[config.mk]
export PLATFORM = sky130hd
export DESIGN_NAME = uart_modem_reset_control
export DESIGN_NICKNAME = d
export VERILOG_FILES = /design/src/uart_ctl_pkg.sv /design/src/uart_modem_reset_control.sv
export SDC_FILE = /design/constraint.sdc
export NUM_CORES = 1
export LEC_CHECK = 0
export ABC_AREA = 1
export BUFFER_PORTS_ARGS = -buffer_cell sky130_fd_sc_hd__buf_2
export CAP_MARGIN = 20
export CORE_MARGIN = 2
export CORE_UTILIZATION = 55
export DETAILED_ROUTE_END_ITERATION = 8
export PLACE_DENSITY_LB_ADDON = 0.05
export SYNTH_ARGS = -nofsm -noshare
export SYNTH_HDL_FRONTEND = slang
export SYNTH_SLANG_ARGS = --single-unit
[constraint.sdc]
create_clock -name clk -period 2.15 [get_ports clk]
set_input_delay 0 -clock clk [delete_from_list [all_inputs] [get_ports clk]]
set_output_delay 0 -clock clk [all_outputs]
set_load 0.01 [all_outputs]
[src/uart_ctl_pkg.sv]
// constants shared by the modem, reset and host control logic of the serial controller
package uart_ctl_pkg;
  // register word offsets on the wishbone bus (byte addresses)
  localparam logic [4:0] OFF_DATA      = 5'h00; // write: tx holding, read: rx holding
  localparam logic [4:0] OFF_FMT_STAT  = 5'h04; // write: line format, read: uart status
  localparam logic [4:0] OFF_MODEM     = 5'h08; // modem control, read and write
  localparam logic [4:0] OFF_RATE_MSTA = 5'h0c; // write: bit-rate select, read: modem status
  localparam logic [4:0] OFF_IRQ_STAT  = 5'h10; // sticky event flags, write one to clear
  localparam logic [4:0] OFF_IRQ_MASK  = 5'h14; // event mask, same layout
  localparam logic [4:0] OFF_FMT_READ  = 5'h18; // readback of line format and bit-rate select
  // modem control bit positions
  localparam int MC_DTR    = 0;
  localparam int MC_RTS    = 1;
  localparam int MC_IRQ_GLOBAL_EN  = 2;
  localparam int MC_MODEM_IRQ_EN   = 3;
  localparam int MC_MODE_L = 4; // two bits: operating mode
  localparam int MC_RX_EN  = 6;
  // operating modes
  localparam logic [1:0] MODE_NORMAL = 2'h0;
  localparam logic [1:0] MODE_BREAK  = 2'h1;
  localparam logic [1:0] MODE_ECHO   = 2'h2;
  localparam logic [1:0] MODE_LOOP   = 2'h3;
  // uart status bit positions
  localparam int US_RX_READY = 0;
  localparam int US_OVERRUN  = 1;
  localparam int US_FRAMING  = 2;
  localparam int US_TX_EMPTY = 6;
  localparam int US_TX_DONE  = 7;
  // bit-rate select: clock-out select bit
  localparam int BR_CO_SEL = 7;
  // interrupt event bit positions and event vector width
  localparam int EV_RX    = 0;
  localparam int EV_TX    = 1;
  localparam int EV_MODEM = 2;
  localparam int EV_W     = 3;
  // reset values
  localparam logic [7:0] MODEM_RST    = 8'h00;
  localparam logic [7:0] STATUS_RST   = 8'hc0; // tx done and tx holding empty set
  localparam logic [7:0] FORMAT_PON   = 8'h00; // power-on value only
  localparam logic [7:0] RATE_PON     = 8'h00; // power-on value only
  // timing counts in 16x ticks, frame and data lengths in bits
  localparam logic [3:0] TICKS_BIT    = 4'hf; // last tick of one bit time
  localparam logic [3:0] TICKS_HALF   = 4'h7; // mid-bit sample point
  localparam logic [3:0] FRAME_BITS   = 4'ha; // start, eight data, stop
  localparam logic [3:0] DATA_BITS    = 4'h8;
endpackage : uart_ctl_pkg

[src/uart_modem_reset_control.sv]
// modem handshake, interrupt, clock-out and reset control of the serial controller
//
// Added by the designer: register access over Wishbone and the register addresses.
`timescale 1ns/10ps
module uart_modem_reset_control
  import uart_ctl_pkg::*;
#(
  parameter int DIV_W = 8 // width of the 16x tick divider
) (
  input  wire logic        clk,
  input  wire logic        reset_n,
  input  wire logic        uart_rst,
  input  wire logic        chip_sel_n,
  input  wire logic        wb_cyc_i,
  input  wire logic        wb_stb_i,
  input  wire logic        wb_we_i,
  input  wire logic [4:0]  wb_adr_i,
  input  wire logic [3:0]  wb_sel_i,
  input  wire logic [31:0] wb_dat_i,
  output logic [31:0]      wb_dat_o,
  output logic             wb_ack_o,
  input  wire logic        osc_input,
  input  wire logic        serial_in,
  output logic             serial_out,
  input  wire logic        cts_n,
  input  wire logic        dsr_n,
  output logic             dtr_n,
  output logic             rts_n,
  output logic             clk_out_pin,
  output logic             tx_holding_empty,
  output logic             rx_ready,
  output logic             irq_out
);

  typedef enum logic [1:0] {RX_IDLE = 2'b00, RX_START = 2'b01, RX_DATA = 2'b10, RX_STOP = 2'b11} rx_state_e;
  typedef enum logic {TX_IDLE = 1'b0, TX_SHIFT = 1'b1} tx_state_e;

  logic [7:0]       modem_ctrl_reg;      // modem control
  logic [7:0]       line_format_reg;     // line format, kept through uart reset
  logic [7:0]       bitrate_select_reg;  // divider and clock-out select
  logic [7:0]       tx_holding_reg;      // character waiting to be sent
  logic [7:0]       rx_holding_reg;      // last received character
  logic [7:0]       uart_status_reg;     // status flags
  logic [EV_W-1:0]  irq_stat_reg;        // sticky events
  logic [EV_W-1:0]  irq_mask_reg;        // event mask
  logic [EV_W-1:0]  ev_set;              // events this cycle
  logic [DIV_W-1:0] div_cnt_reg;         // 16x tick divider
  logic             tick16;              // one-cycle 16x enable
  logic             co_toggle_reg;       // square wave at half the 16x rate for the clock-out pin
  logic [2:0]       cts_sync_reg;        // two sync stages and one history
  logic [2:0]       dsr_sync_reg;        // two sync stages and one history
  logic             modem_change;        // handshake level changed
  tx_state_e        tx_state_reg;
  logic [9:0]       tx_shift_reg;        // frame being sent, lsb first
  logic [3:0]       tx_tick_reg;         // ticks within a tx bit
  logic [3:0]       tx_bit_reg;          // tx bit counter
  logic             tx_load;             // holding register hands off
  rx_state_e        rx_state_reg;
  logic [7:0]       rx_shift_reg;        // data bits being collected
  logic [3:0]       rx_tick_reg;         // ticks within an rx bit
  logic [3:0]       rx_bit_reg;          // rx bit counter
  logic             rx_line;             // receiver input after mode gating
  logic             rx_done;             // character completed
  logic             acc;                 // new bus request, chip selected
  logic             wr;                  // register write this cycle
  logic             rd;                  // register read this cycle
  logic [1:0]       mode;                // operating mode
  logic             cts_true;            // cts asserted, synchronised

  // a byte lane 0 write to the given offset
  function automatic logic wr_hit(input logic [4:0] off);
    wr_hit = wr && (wb_adr_i == off) && wb_sel_i[0];
  endfunction

  assign mode     = modem_ctrl_reg[MC_MODE_L +: 2];
  assign cts_true = ~cts_sync_reg[1];
  assign acc      = wb_cyc_i && wb_stb_i && !wb_ack_o && !chip_sel_n;
  assign wr       = acc && wb_we_i;
  assign rd       = acc && !wb_we_i;

  // wishbone ack: one cycle after the request, also for a deselected chip so the bus never hangs
  always_ff @(posedge clk or negedge reset_n) begin
    if (!reset_n) begin
      wb_ack_o <= 1'b0;
    end else begin
      wb_ack_o <= wb_cyc_i && wb_stb_i && !wb_ack_o;
    end
  end

  // read data mux, registered with the ack
  always_ff @(posedge clk or negedge reset_n) begin
    if (!reset_n) begin
      wb_dat_o <= 32'h0;
    end else if (wb_cyc_i && wb_stb_i && !wb_ack_o) begin
      wb_dat_o <= 32'h0;
      if (rd) begin
        case (wb_adr_i)
          OFF_DATA:      wb_dat_o[7:0] <= rx_holding_reg;
          OFF_FMT_STAT:  wb_dat_o[7:0] <= uart_status_reg;
          OFF_MODEM:     wb_dat_o[7:0] <= modem_ctrl_reg;
          OFF_RATE_MSTA: wb_dat_o[1:0] <= {~dsr_sync_reg[1], cts_true};
          OFF_IRQ_STAT:  wb_dat_o[EV_W-1:0] <= irq_stat_reg;
          OFF_IRQ_MASK:  wb_dat_o[EV_W-1:0] <= irq_mask_reg;
          OFF_FMT_READ:  wb_dat_o[15:0] <= {bitrate_select_reg, line_format_reg};
          default:       wb_dat_o <= 32'h0;                                  // unmapped reads zero
        endcase
      end
    end
  end

  // modem control: cleared by power-on and by the uart reset
  always_ff @(posedge clk or negedge reset_n) begin
    if (!reset_n) begin
      modem_ctrl_reg <= MODEM_RST;
    end else if (uart_rst) begin
      modem_ctrl_reg <= MODEM_RST;
    end else if (wr_hit(OFF_MODEM)) begin
      modem_ctrl_reg <= wb_dat_i[7:0];
    end
  end

  // line format: only power-on sets it, uart reset leaves it alone
  always_ff @(posedge clk or negedge reset_n) begin
    if (!reset_n) begin
      line_format_reg <= FORMAT_PON;
    end else if (wr_hit(OFF_FMT_STAT)) begin
      line_format_reg <= wb_dat_i[7:0];
    end
  end

  // bit-rate select: uart reset clears only the clock-out select
  always_ff @(posedge clk or negedge reset_n) begin
    if (!reset_n) begin
      bitrate_select_reg <= RATE_PON;
    end else if (uart_rst) begin
      bitrate_select_reg[BR_CO_SEL] <= 1'b0;
    end else if (wr_hit(OFF_RATE_MSTA)) begin
      bitrate_select_reg <= wb_dat_i[7:0];
    end
  end

  // handshake outputs follow their control bits, inverted
  always_ff @(posedge clk or negedge reset_n) begin
    if (!reset_n) begin
      dtr_n <= 1'b1;
      rts_n <= 1'b1;
    end else begin
      dtr_n <= uart_rst ? 1'b1 : ~modem_ctrl_reg[MC_DTR];
      rts_n <= uart_rst ? 1'b1 : ~modem_ctrl_reg[MC_RTS];
    end
  end

  // handshake synchronisers; change seen between second stage and history
  always_ff @(posedge clk or negedge reset_n) begin
    if (!reset_n) begin
      cts_sync_reg <= 3'h7;
      dsr_sync_reg <= 3'h7;
    end else begin
      cts_sync_reg <= {cts_sync_reg[1:0], cts_n};
      dsr_sync_reg <= {dsr_sync_reg[1:0], dsr_n};
    end
  end
  assign modem_change = (cts_sync_reg[2] ^ cts_sync_reg[1]) | (dsr_sync_reg[2] ^ dsr_sync_reg[1]);

  // 16x tick divider: period is the low seven rate bits plus one
  always_ff @(posedge clk or negedge reset_n) begin
    if (!reset_n) begin
      div_cnt_reg <= '0;
    end else if (uart_rst || div_cnt_reg >= DIV_W'(bitrate_select_reg[6:0])) begin
      div_cnt_reg <= '0;
    end else begin
      div_cnt_reg <= div_cnt_reg + 1'b1;
    end
  end
  assign tick16 = !uart_rst && (div_cnt_reg >= DIV_W'(bitrate_select_reg[6:0]));

  // clock out: sampled oscillator, or a square wave at half the 16x rate (one toggle per tick)
  always_ff @(posedge clk or negedge reset_n) begin
    if (!reset_n) begin
      co_toggle_reg <= 1'b0;
      clk_out_pin   <= 1'b0;
    end else begin
      if (uart_rst) begin
        co_toggle_reg <= 1'b0;
      end else if (tick16) begin
        co_toggle_reg <= ~co_toggle_reg;
      end
      clk_out_pin <= bitrate_select_reg[BR_CO_SEL] ? co_toggle_reg : osc_input;
    end
  end

  // new characters start only with cts true, outside echo, in the idle state
  assign tx_load = (tx_state_reg == TX_IDLE) && !uart_status_reg[US_TX_EMPTY] && cts_true
                   && (mode != MODE_ECHO) && !uart_rst;

  // transmit holding register
  always_ff @(posedge clk or negedge reset_n) begin
    if (!reset_n) begin
      tx_holding_reg <= 8'h0;
    end else if (wr_hit(OFF_DATA)) begin
      tx_holding_reg <= wb_dat_i[7:0];
    end
  end

  // transmit shifter; a character under way is finished even if cts drops
  always_ff @(posedge clk or negedge reset_n) begin
    if (!reset_n) begin
      tx_state_reg <= TX_IDLE;
      tx_shift_reg <= 10'h3ff;
      tx_tick_reg  <= 4'h0;
      tx_bit_reg   <= 4'h0;
    end else if (uart_rst) begin
      tx_state_reg <= TX_IDLE;
      tx_shift_reg <= 10'h3ff;
      tx_tick_reg  <= 4'h0;
      tx_bit_reg   <= 4'h0;
    end else begin
      case (tx_state_reg)
        TX_IDLE: begin
          if (tx_load) begin
            tx_shift_reg <= (mode == MODE_BREAK) ? 10'h000 : {1'b1, tx_holding_reg, 1'b0};
            tx_tick_reg  <= 4'h0;
            tx_bit_reg   <= 4'h0;
            tx_state_reg <= TX_SHIFT;
          end
        end
        TX_SHIFT: begin
          if (tick16) begin
            tx_tick_reg <= tx_tick_reg + 1'b1;
            if (tx_tick_reg == TICKS_BIT) begin
              tx_shift_reg <= {1'b1, tx_shift_reg[9:1]};
              tx_bit_reg   <= tx_bit_reg + 1'b1;
              if (tx_bit_reg == FRAME_BITS - 4'h1) begin
                tx_state_reg <= TX_IDLE;
              end
            end
          end
        end
        default: tx_state_reg <= TX_IDLE;
      endcase
    end
  end

  // serial output: mark in loop, reset, or idle outside echo (also with cts false between characters); echo follows serial_in
  always_ff @(posedge clk or negedge reset_n) begin
    if (!reset_n) begin
      serial_out <= 1'b1;
    end else if (uart_rst || mode == MODE_LOOP) begin
      serial_out <= 1'b1;
    end else if (mode == MODE_ECHO) begin
      serial_out <= serial_in;
    end else if (tx_state_reg == TX_IDLE) begin
      serial_out <= 1'b1;
    end else begin
      serial_out <= tx_shift_reg[0];
    end
  end

  // receiver input: pin ignored in loop mode and during reset
  assign rx_line = uart_rst || !modem_ctrl_reg[MC_RX_EN] ? 1'b1 :
                   (mode == MODE_LOOP) ? ((tx_state_reg == TX_IDLE) | tx_shift_reg[0]) : serial_in;

  // receive state machine: confirm start at mid-bit, then sample each bit at mid-bit
  always_ff @(posedge clk or negedge reset_n) begin
    if (!reset_n) begin
      rx_state_reg <= RX_IDLE;
      rx_shift_reg <= 8'h0;
      rx_tick_reg  <= 4'h0;
      rx_bit_reg   <= 4'h0;
    end else if (uart_rst) begin
      rx_state_reg <= RX_IDLE;
      rx_tick_reg  <= 4'h0;
      rx_bit_reg   <= 4'h0;
    end else if (tick16) begin
      rx_tick_reg <= rx_tick_reg + 1'b1;
      case (rx_state_reg)
        RX_IDLE: begin
          rx_tick_reg <= 4'h0;
          if (!rx_line) begin
            rx_state_reg <= RX_START;
          end
        end
        RX_START: begin
          if (rx_tick_reg == TICKS_HALF) begin
            rx_tick_reg  <= 4'h0;
            rx_bit_reg   <= 4'h0;
            rx_state_reg <= rx_line ? RX_IDLE : RX_DATA; // false start returns to idle
          end
        end
        RX_DATA: begin
          if (rx_tick_reg == TICKS_BIT) begin
            rx_shift_reg <= {rx_line, rx_shift_reg[7:1]};
            rx_bit_reg   <= rx_bit_reg + 1'b1;
            if (rx_bit_reg == DATA_BITS - 4'h1) begin
              rx_state_reg <= RX_STOP;
            end
          end
        end
        RX_STOP: begin
          if (rx_tick_reg == TICKS_BIT) begin
            rx_state_reg <= RX_IDLE;
          end
        end
        default: rx_state_reg <= RX_IDLE;
      endcase
    end
  end
  assign rx_done = tick16 && !uart_rst && (rx_state_reg == RX_STOP) && (rx_tick_reg == TICKS_BIT);

  // receive holding register loads at the stop bit
  always_ff @(posedge clk or negedge reset_n) begin
    if (!reset_n) begin
      rx_holding_reg <= 8'h0;
    end else if (rx_done) begin
      rx_holding_reg <= rx_shift_reg;
    end
  end

  // uart status: reset sets the two tx flags and clears the rest
  always_ff @(posedge clk or negedge reset_n) begin
    if (!reset_n) begin
      uart_status_reg <= STATUS_RST;
    end else if (uart_rst) begin
      uart_status_reg <= STATUS_RST;
    end else begin
      if (wr_hit(OFF_DATA)) begin
        uart_status_reg[US_TX_EMPTY] <= 1'b0;
      end else if (tx_load) begin
        uart_status_reg[US_TX_EMPTY] <= 1'b1;
      end
      if (tx_load) begin
        uart_status_reg[US_TX_DONE] <= 1'b0;
      end else if (tx_state_reg == TX_SHIFT && tx_state_reg != TX_IDLE && tick16 && tx_tick_reg == TICKS_BIT
                   && tx_bit_reg == FRAME_BITS - 4'h1 && uart_status_reg[US_TX_EMPTY]) begin
        uart_status_reg[US_TX_DONE] <= 1'b1;
      end
      // received character: set wins over the read that clears
      if (rx_done) begin
        uart_status_reg[US_RX_READY] <= 1'b1;
        uart_status_reg[US_OVERRUN]  <= uart_status_reg[US_RX_READY];
        uart_status_reg[US_FRAMING]  <= !rx_line;
      end else if (rd && wb_adr_i == OFF_DATA) begin
        uart_status_reg[US_RX_READY] <= 1'b0;
      end else if (rd && wb_adr_i == OFF_FMT_STAT) begin
        uart_status_reg[US_OVERRUN] <= 1'b0;
        uart_status_reg[US_FRAMING] <= 1'b0;
      end
    end
  end

  // discrete status pins mirror their flags one cycle later
  always_ff @(posedge clk or negedge reset_n) begin
    if (!reset_n) begin
      tx_holding_empty <= 1'b1;
      rx_ready         <= 1'b0;
    end else begin
      tx_holding_empty <= uart_rst | uart_status_reg[US_TX_EMPTY];
      rx_ready         <= !uart_rst & uart_status_reg[US_RX_READY];
    end
  end

  // events; a modem change only counts with its own enable
  assign ev_set[EV_RX]    = rx_done;
  assign ev_set[EV_TX]    = tx_load;
  assign ev_set[EV_MODEM] = modem_change && modem_ctrl_reg[MC_MODEM_IRQ_EN];

  // sticky event flags, write one to clear, a new event wins
  always_ff @(posedge clk or negedge reset_n) begin
    if (!reset_n) begin
      irq_stat_reg <= '0;
      irq_mask_reg <= '0;
    end else begin
      if (uart_rst) begin
        irq_stat_reg <= '0;
      end else if (wr_hit(OFF_IRQ_STAT)) begin
        irq_stat_reg <= (irq_stat_reg & ~wb_dat_i[EV_W-1:0]) | ev_set;
      end else begin
        irq_stat_reg <= irq_stat_reg | ev_set;
      end
      if (wr_hit(OFF_IRQ_MASK)) begin
        irq_mask_reg <= wb_dat_i[EV_W-1:0];
      end
    end
  end

  // interrupt pin: global enable gates everything, modem bit also needs its enable
  always_ff @(posedge clk or negedge reset_n) begin
    if (!reset_n) begin
      irq_out <= 1'b0;
    end else begin
      irq_out <= modem_ctrl_reg[MC_IRQ_GLOBAL_EN] && !uart_rst
                 && |(irq_stat_reg & irq_mask_reg & {modem_ctrl_reg[MC_MODEM_IRQ_EN], 2'b11});
    end
  end

endmodule // uart_modem_reset_control

==> qor.txt <==
Status: complete, no violations
Drt total wl: 14.4 mm
Int Pwr: 4.31 mW
Ys flop type: dfrtp_1
Total GRT Usage: 25.0%
Crit. End Element: register
Die area: 0.0123 mm²
Drt first pass iters: 5
Area contributors post-synth: dfrtp_1 42%, nand2_1 13%, dfstp_2 9.2%
GRT overflow: 0
Drt first-iter violations: 383
Crit-path cells: dlygate4sd3_1 -> buf_2 -> nand2_1 -> dlygate4sd3_1 -> nor2_4 -> nand4_2 -> inv_1 -> nand2_2 -> o21ai_0
Final core occ: 66.7%
CP peak stage delay: 0.59 ns
Clock sink total: 127
Worst Skew: 0.00705 ns
Sequential cell area: 0.00321 mm²
Most frequent cell on the critical path: dlygate4sd3_1
Clk_lat worst skew: 0.42 ns
Final Non-Filler Cells: 943
Switching Share: 23.9%
Syn Area/Cell: 8.74 µm²
Slew HR: 57.8%
CTS buffer count: 17
Die H: 111 µm
Post-route ant nets: 0
Worst endpoint required time: 2.47 ns
First-pass GRT wire length: 24.0 mm
Filler cell count: 910
Reg power frac: 44.2%
Psw: 1.35 mW
WS Path Type: in2reg
Syn. warnings: 0
Initial Util: 57.0%
CTS tree: done
Cell Rows: 38
Worst path bufs/invs: 4
Area of the multi-input gates: 0.00257 mm²
Layout area overhead: 17.0%
Layout cells sized above 1: 20.9%
Worst-path clk slew: 0.05 ns
Vias in the first global route: 4905
Post-layout min period: 1.99 ns
Number of flops mapped to enable cells by yosys: 0
Combinational Power Share: 7.2%
Reg2Reg Setup Slack: 0.17 ns
Clk pwr share: 48.6%
CP max FO: 16
Design Power: 5.67 mW
Post-synth ARST share: 100%
Post-Synthesis Cells: 717
Final setup violating endpoints: 0
Core area: 0.0110 mm²
Crit path DAT: 2.32 ns
I/O pin count: 92
Worst-Margin Slew: 0.632 ns
Kind of cell adding the most delay to the critical path: buffers and inverters
Yosys top cell area share: 41.9%
PwrDens: 773 mW/mm²
Yosys reg bits: 127
Routability cong.: 0.906
Nature of the critical path startpoint: input port
CTS Buffer Depth: 2
Leakage Power: 3.56 nW
Die width: 111 µm
Cell Area, Synth: 0.00626 mm²
Worst vdd ir: 0.628 mV
Number of setup buffers added after CTS: 0
Pins Over Slew Limit: 0
Final setup TNS: 0 ns
Maximum clock rate: 0.502 GHz
Drt via density: 5.28
Max-cap violations: 0
Commonest non-fill, non-tap cell in the layout: nand2_1
Final HPWL DP: 9.86 mm
Number of port buffers: 48
Yosys top cell by area: dfrtp_1
H-tree depth: 4
Largest net degree at the start of global routing: 84
Nets@finish: 855
WL/cell: 15.3 µm
Max FFs per register: 16
Yosys cell types: 45
Fin crit share: 92.7%
DRC violations left: 0
Hold Fails Final Rpt: 0
Antenna Cells: 0
Initial antenna violation count: 0
Register area share after synthesis: 51.2%
Critical path's slowest cell: dlygate4sd3_1
Via count: 4976
Most frequent cells in the layout: 216 x nand2_1, 105 x dfrtp_1, 75 x inv_1
CTS root buffer: clkbuf_16
Placed cell count: 895
Hold WC Path Type: in2reg
RSZ-0062 raised after global routing: false
-- power by group through the flow --
stage | registers [mW] | clock network [mW] | logic, mW
after floorplan | 2.53 | 0 | 0.262
after global placement | 2.54 | 0 | 0.376
after detailed placement | 2.54 | 0 | 0.383
after CTS | 2.50 | 2.79 | 0.407
after global routing | 2.51 | 2.92 | 0.464
final | 2.50 | 2.75 | 0.409
-- worst paths after layout --
check / depth (start not counted) / to / from
max in group asynchronous: 3 / cts_sync_reg[0] / reset_n
setup reg to reg: 10 / uart_status_reg[1] / bitrate_select_reg[6]
hold / removal: 4 / tx_tick_reg[3] / uart_rst
setup / recovery: 9 / line_format_reg[4] / wb_stb_i
hold reg to reg: 0 / dsr_sync_reg[1] / dsr_sync_reg[0]
min in group asynchronous: 3 / tx_bit_reg[3] / reset_n
-- synthesized netlist by cell type (2+ instances only) --
master and number:
clkbuf_1 2, inv_2 2, o21ai_0 62, dfstp_2 22
nor3_1 7, or2_0 2, buf_4 19, nor2_1 40
nor3b_1 4, inv_1 75, nor3_4 2, o21ai_2 27
xor2_1 7, nand2_2 2, buf_2 6, nand3_1 30
nand2_1 219, buf_6 7, o22ai_1 11, nand4_1 10
ha_1 13, o21ai_1 3, a21oi_1 8, nand3_4 2
o211ai_1 3, dfrtp_1 105, or2_2 2, nor2_4 3
nand2_4 2, nand4_2 2, nor2_2 4
-- cells by family after synthesis --
| group | Yosys count | synth area share (%) |
|---|---|---|
| compound gates | 120 | 12.0 |
| flops | 127 | 51.2 |
| simple gates | 336 | 24.3 |
| fa+ha+maj | 13 | 2.60 |
| xor+xnor | 7 | 0.979 |
| other cells | 1 | 0.0599 |
| buf+inv | 113 | 8.87 |
-- worst register-to-register path: cells and delay by family (launching register included) --
kind / cells / cell delay, ns
fa+ha+maj: 1 / 0.34
buf+inv: 2 / 0.26
flops: 1 / 0.36
simple gates: 7 / 0.91
-- cell type report --
type,instances,area share (%)
clock inverter,12,1.62
tap,140,2.39
sequential,127,43.8
multi-input combinational,492,35.1
clock buffer,20,6.10
timing repair buffer,74,7.04
inverter,78,4.00
-- stage by stage --
| step | area (µm²) | worst slack, ns | hold WS [ns] |
|---|---|---|---|
| after floorplan | 6320 | 0.424 | -0.296 |
| after global placement | 6590 | 0.228 | 0.00715 |
| after detailed placement | 6590 | 0.172 | 0.00754 |
| after CTS | 7310 | 0.124 | 0.0392 |
| after global routing | 7330 | 0.00745 | 0.0600 |
| final | 7330 | 0.157 | 0.0468 |
-- routing by layer --
layer / up-vias / track usage, % / wire length, µm
li1: 2424 / - / -
met1: 2384 / 32.3 / 6320
met2: 144 / 40.9 / 7010
met3: 24 / 6.34 / 807
met4: 0 / 9.67 / 314
met5: - / 0 / 0
-- repair_timing --
item,4_1_cts,5_1_grt
hold buffers,16,0
endpoints found under the setup margin,0,11
gates resized for setup,0,4
hold endpoints to repair,154,0
(Power assumes the default switching activity.)
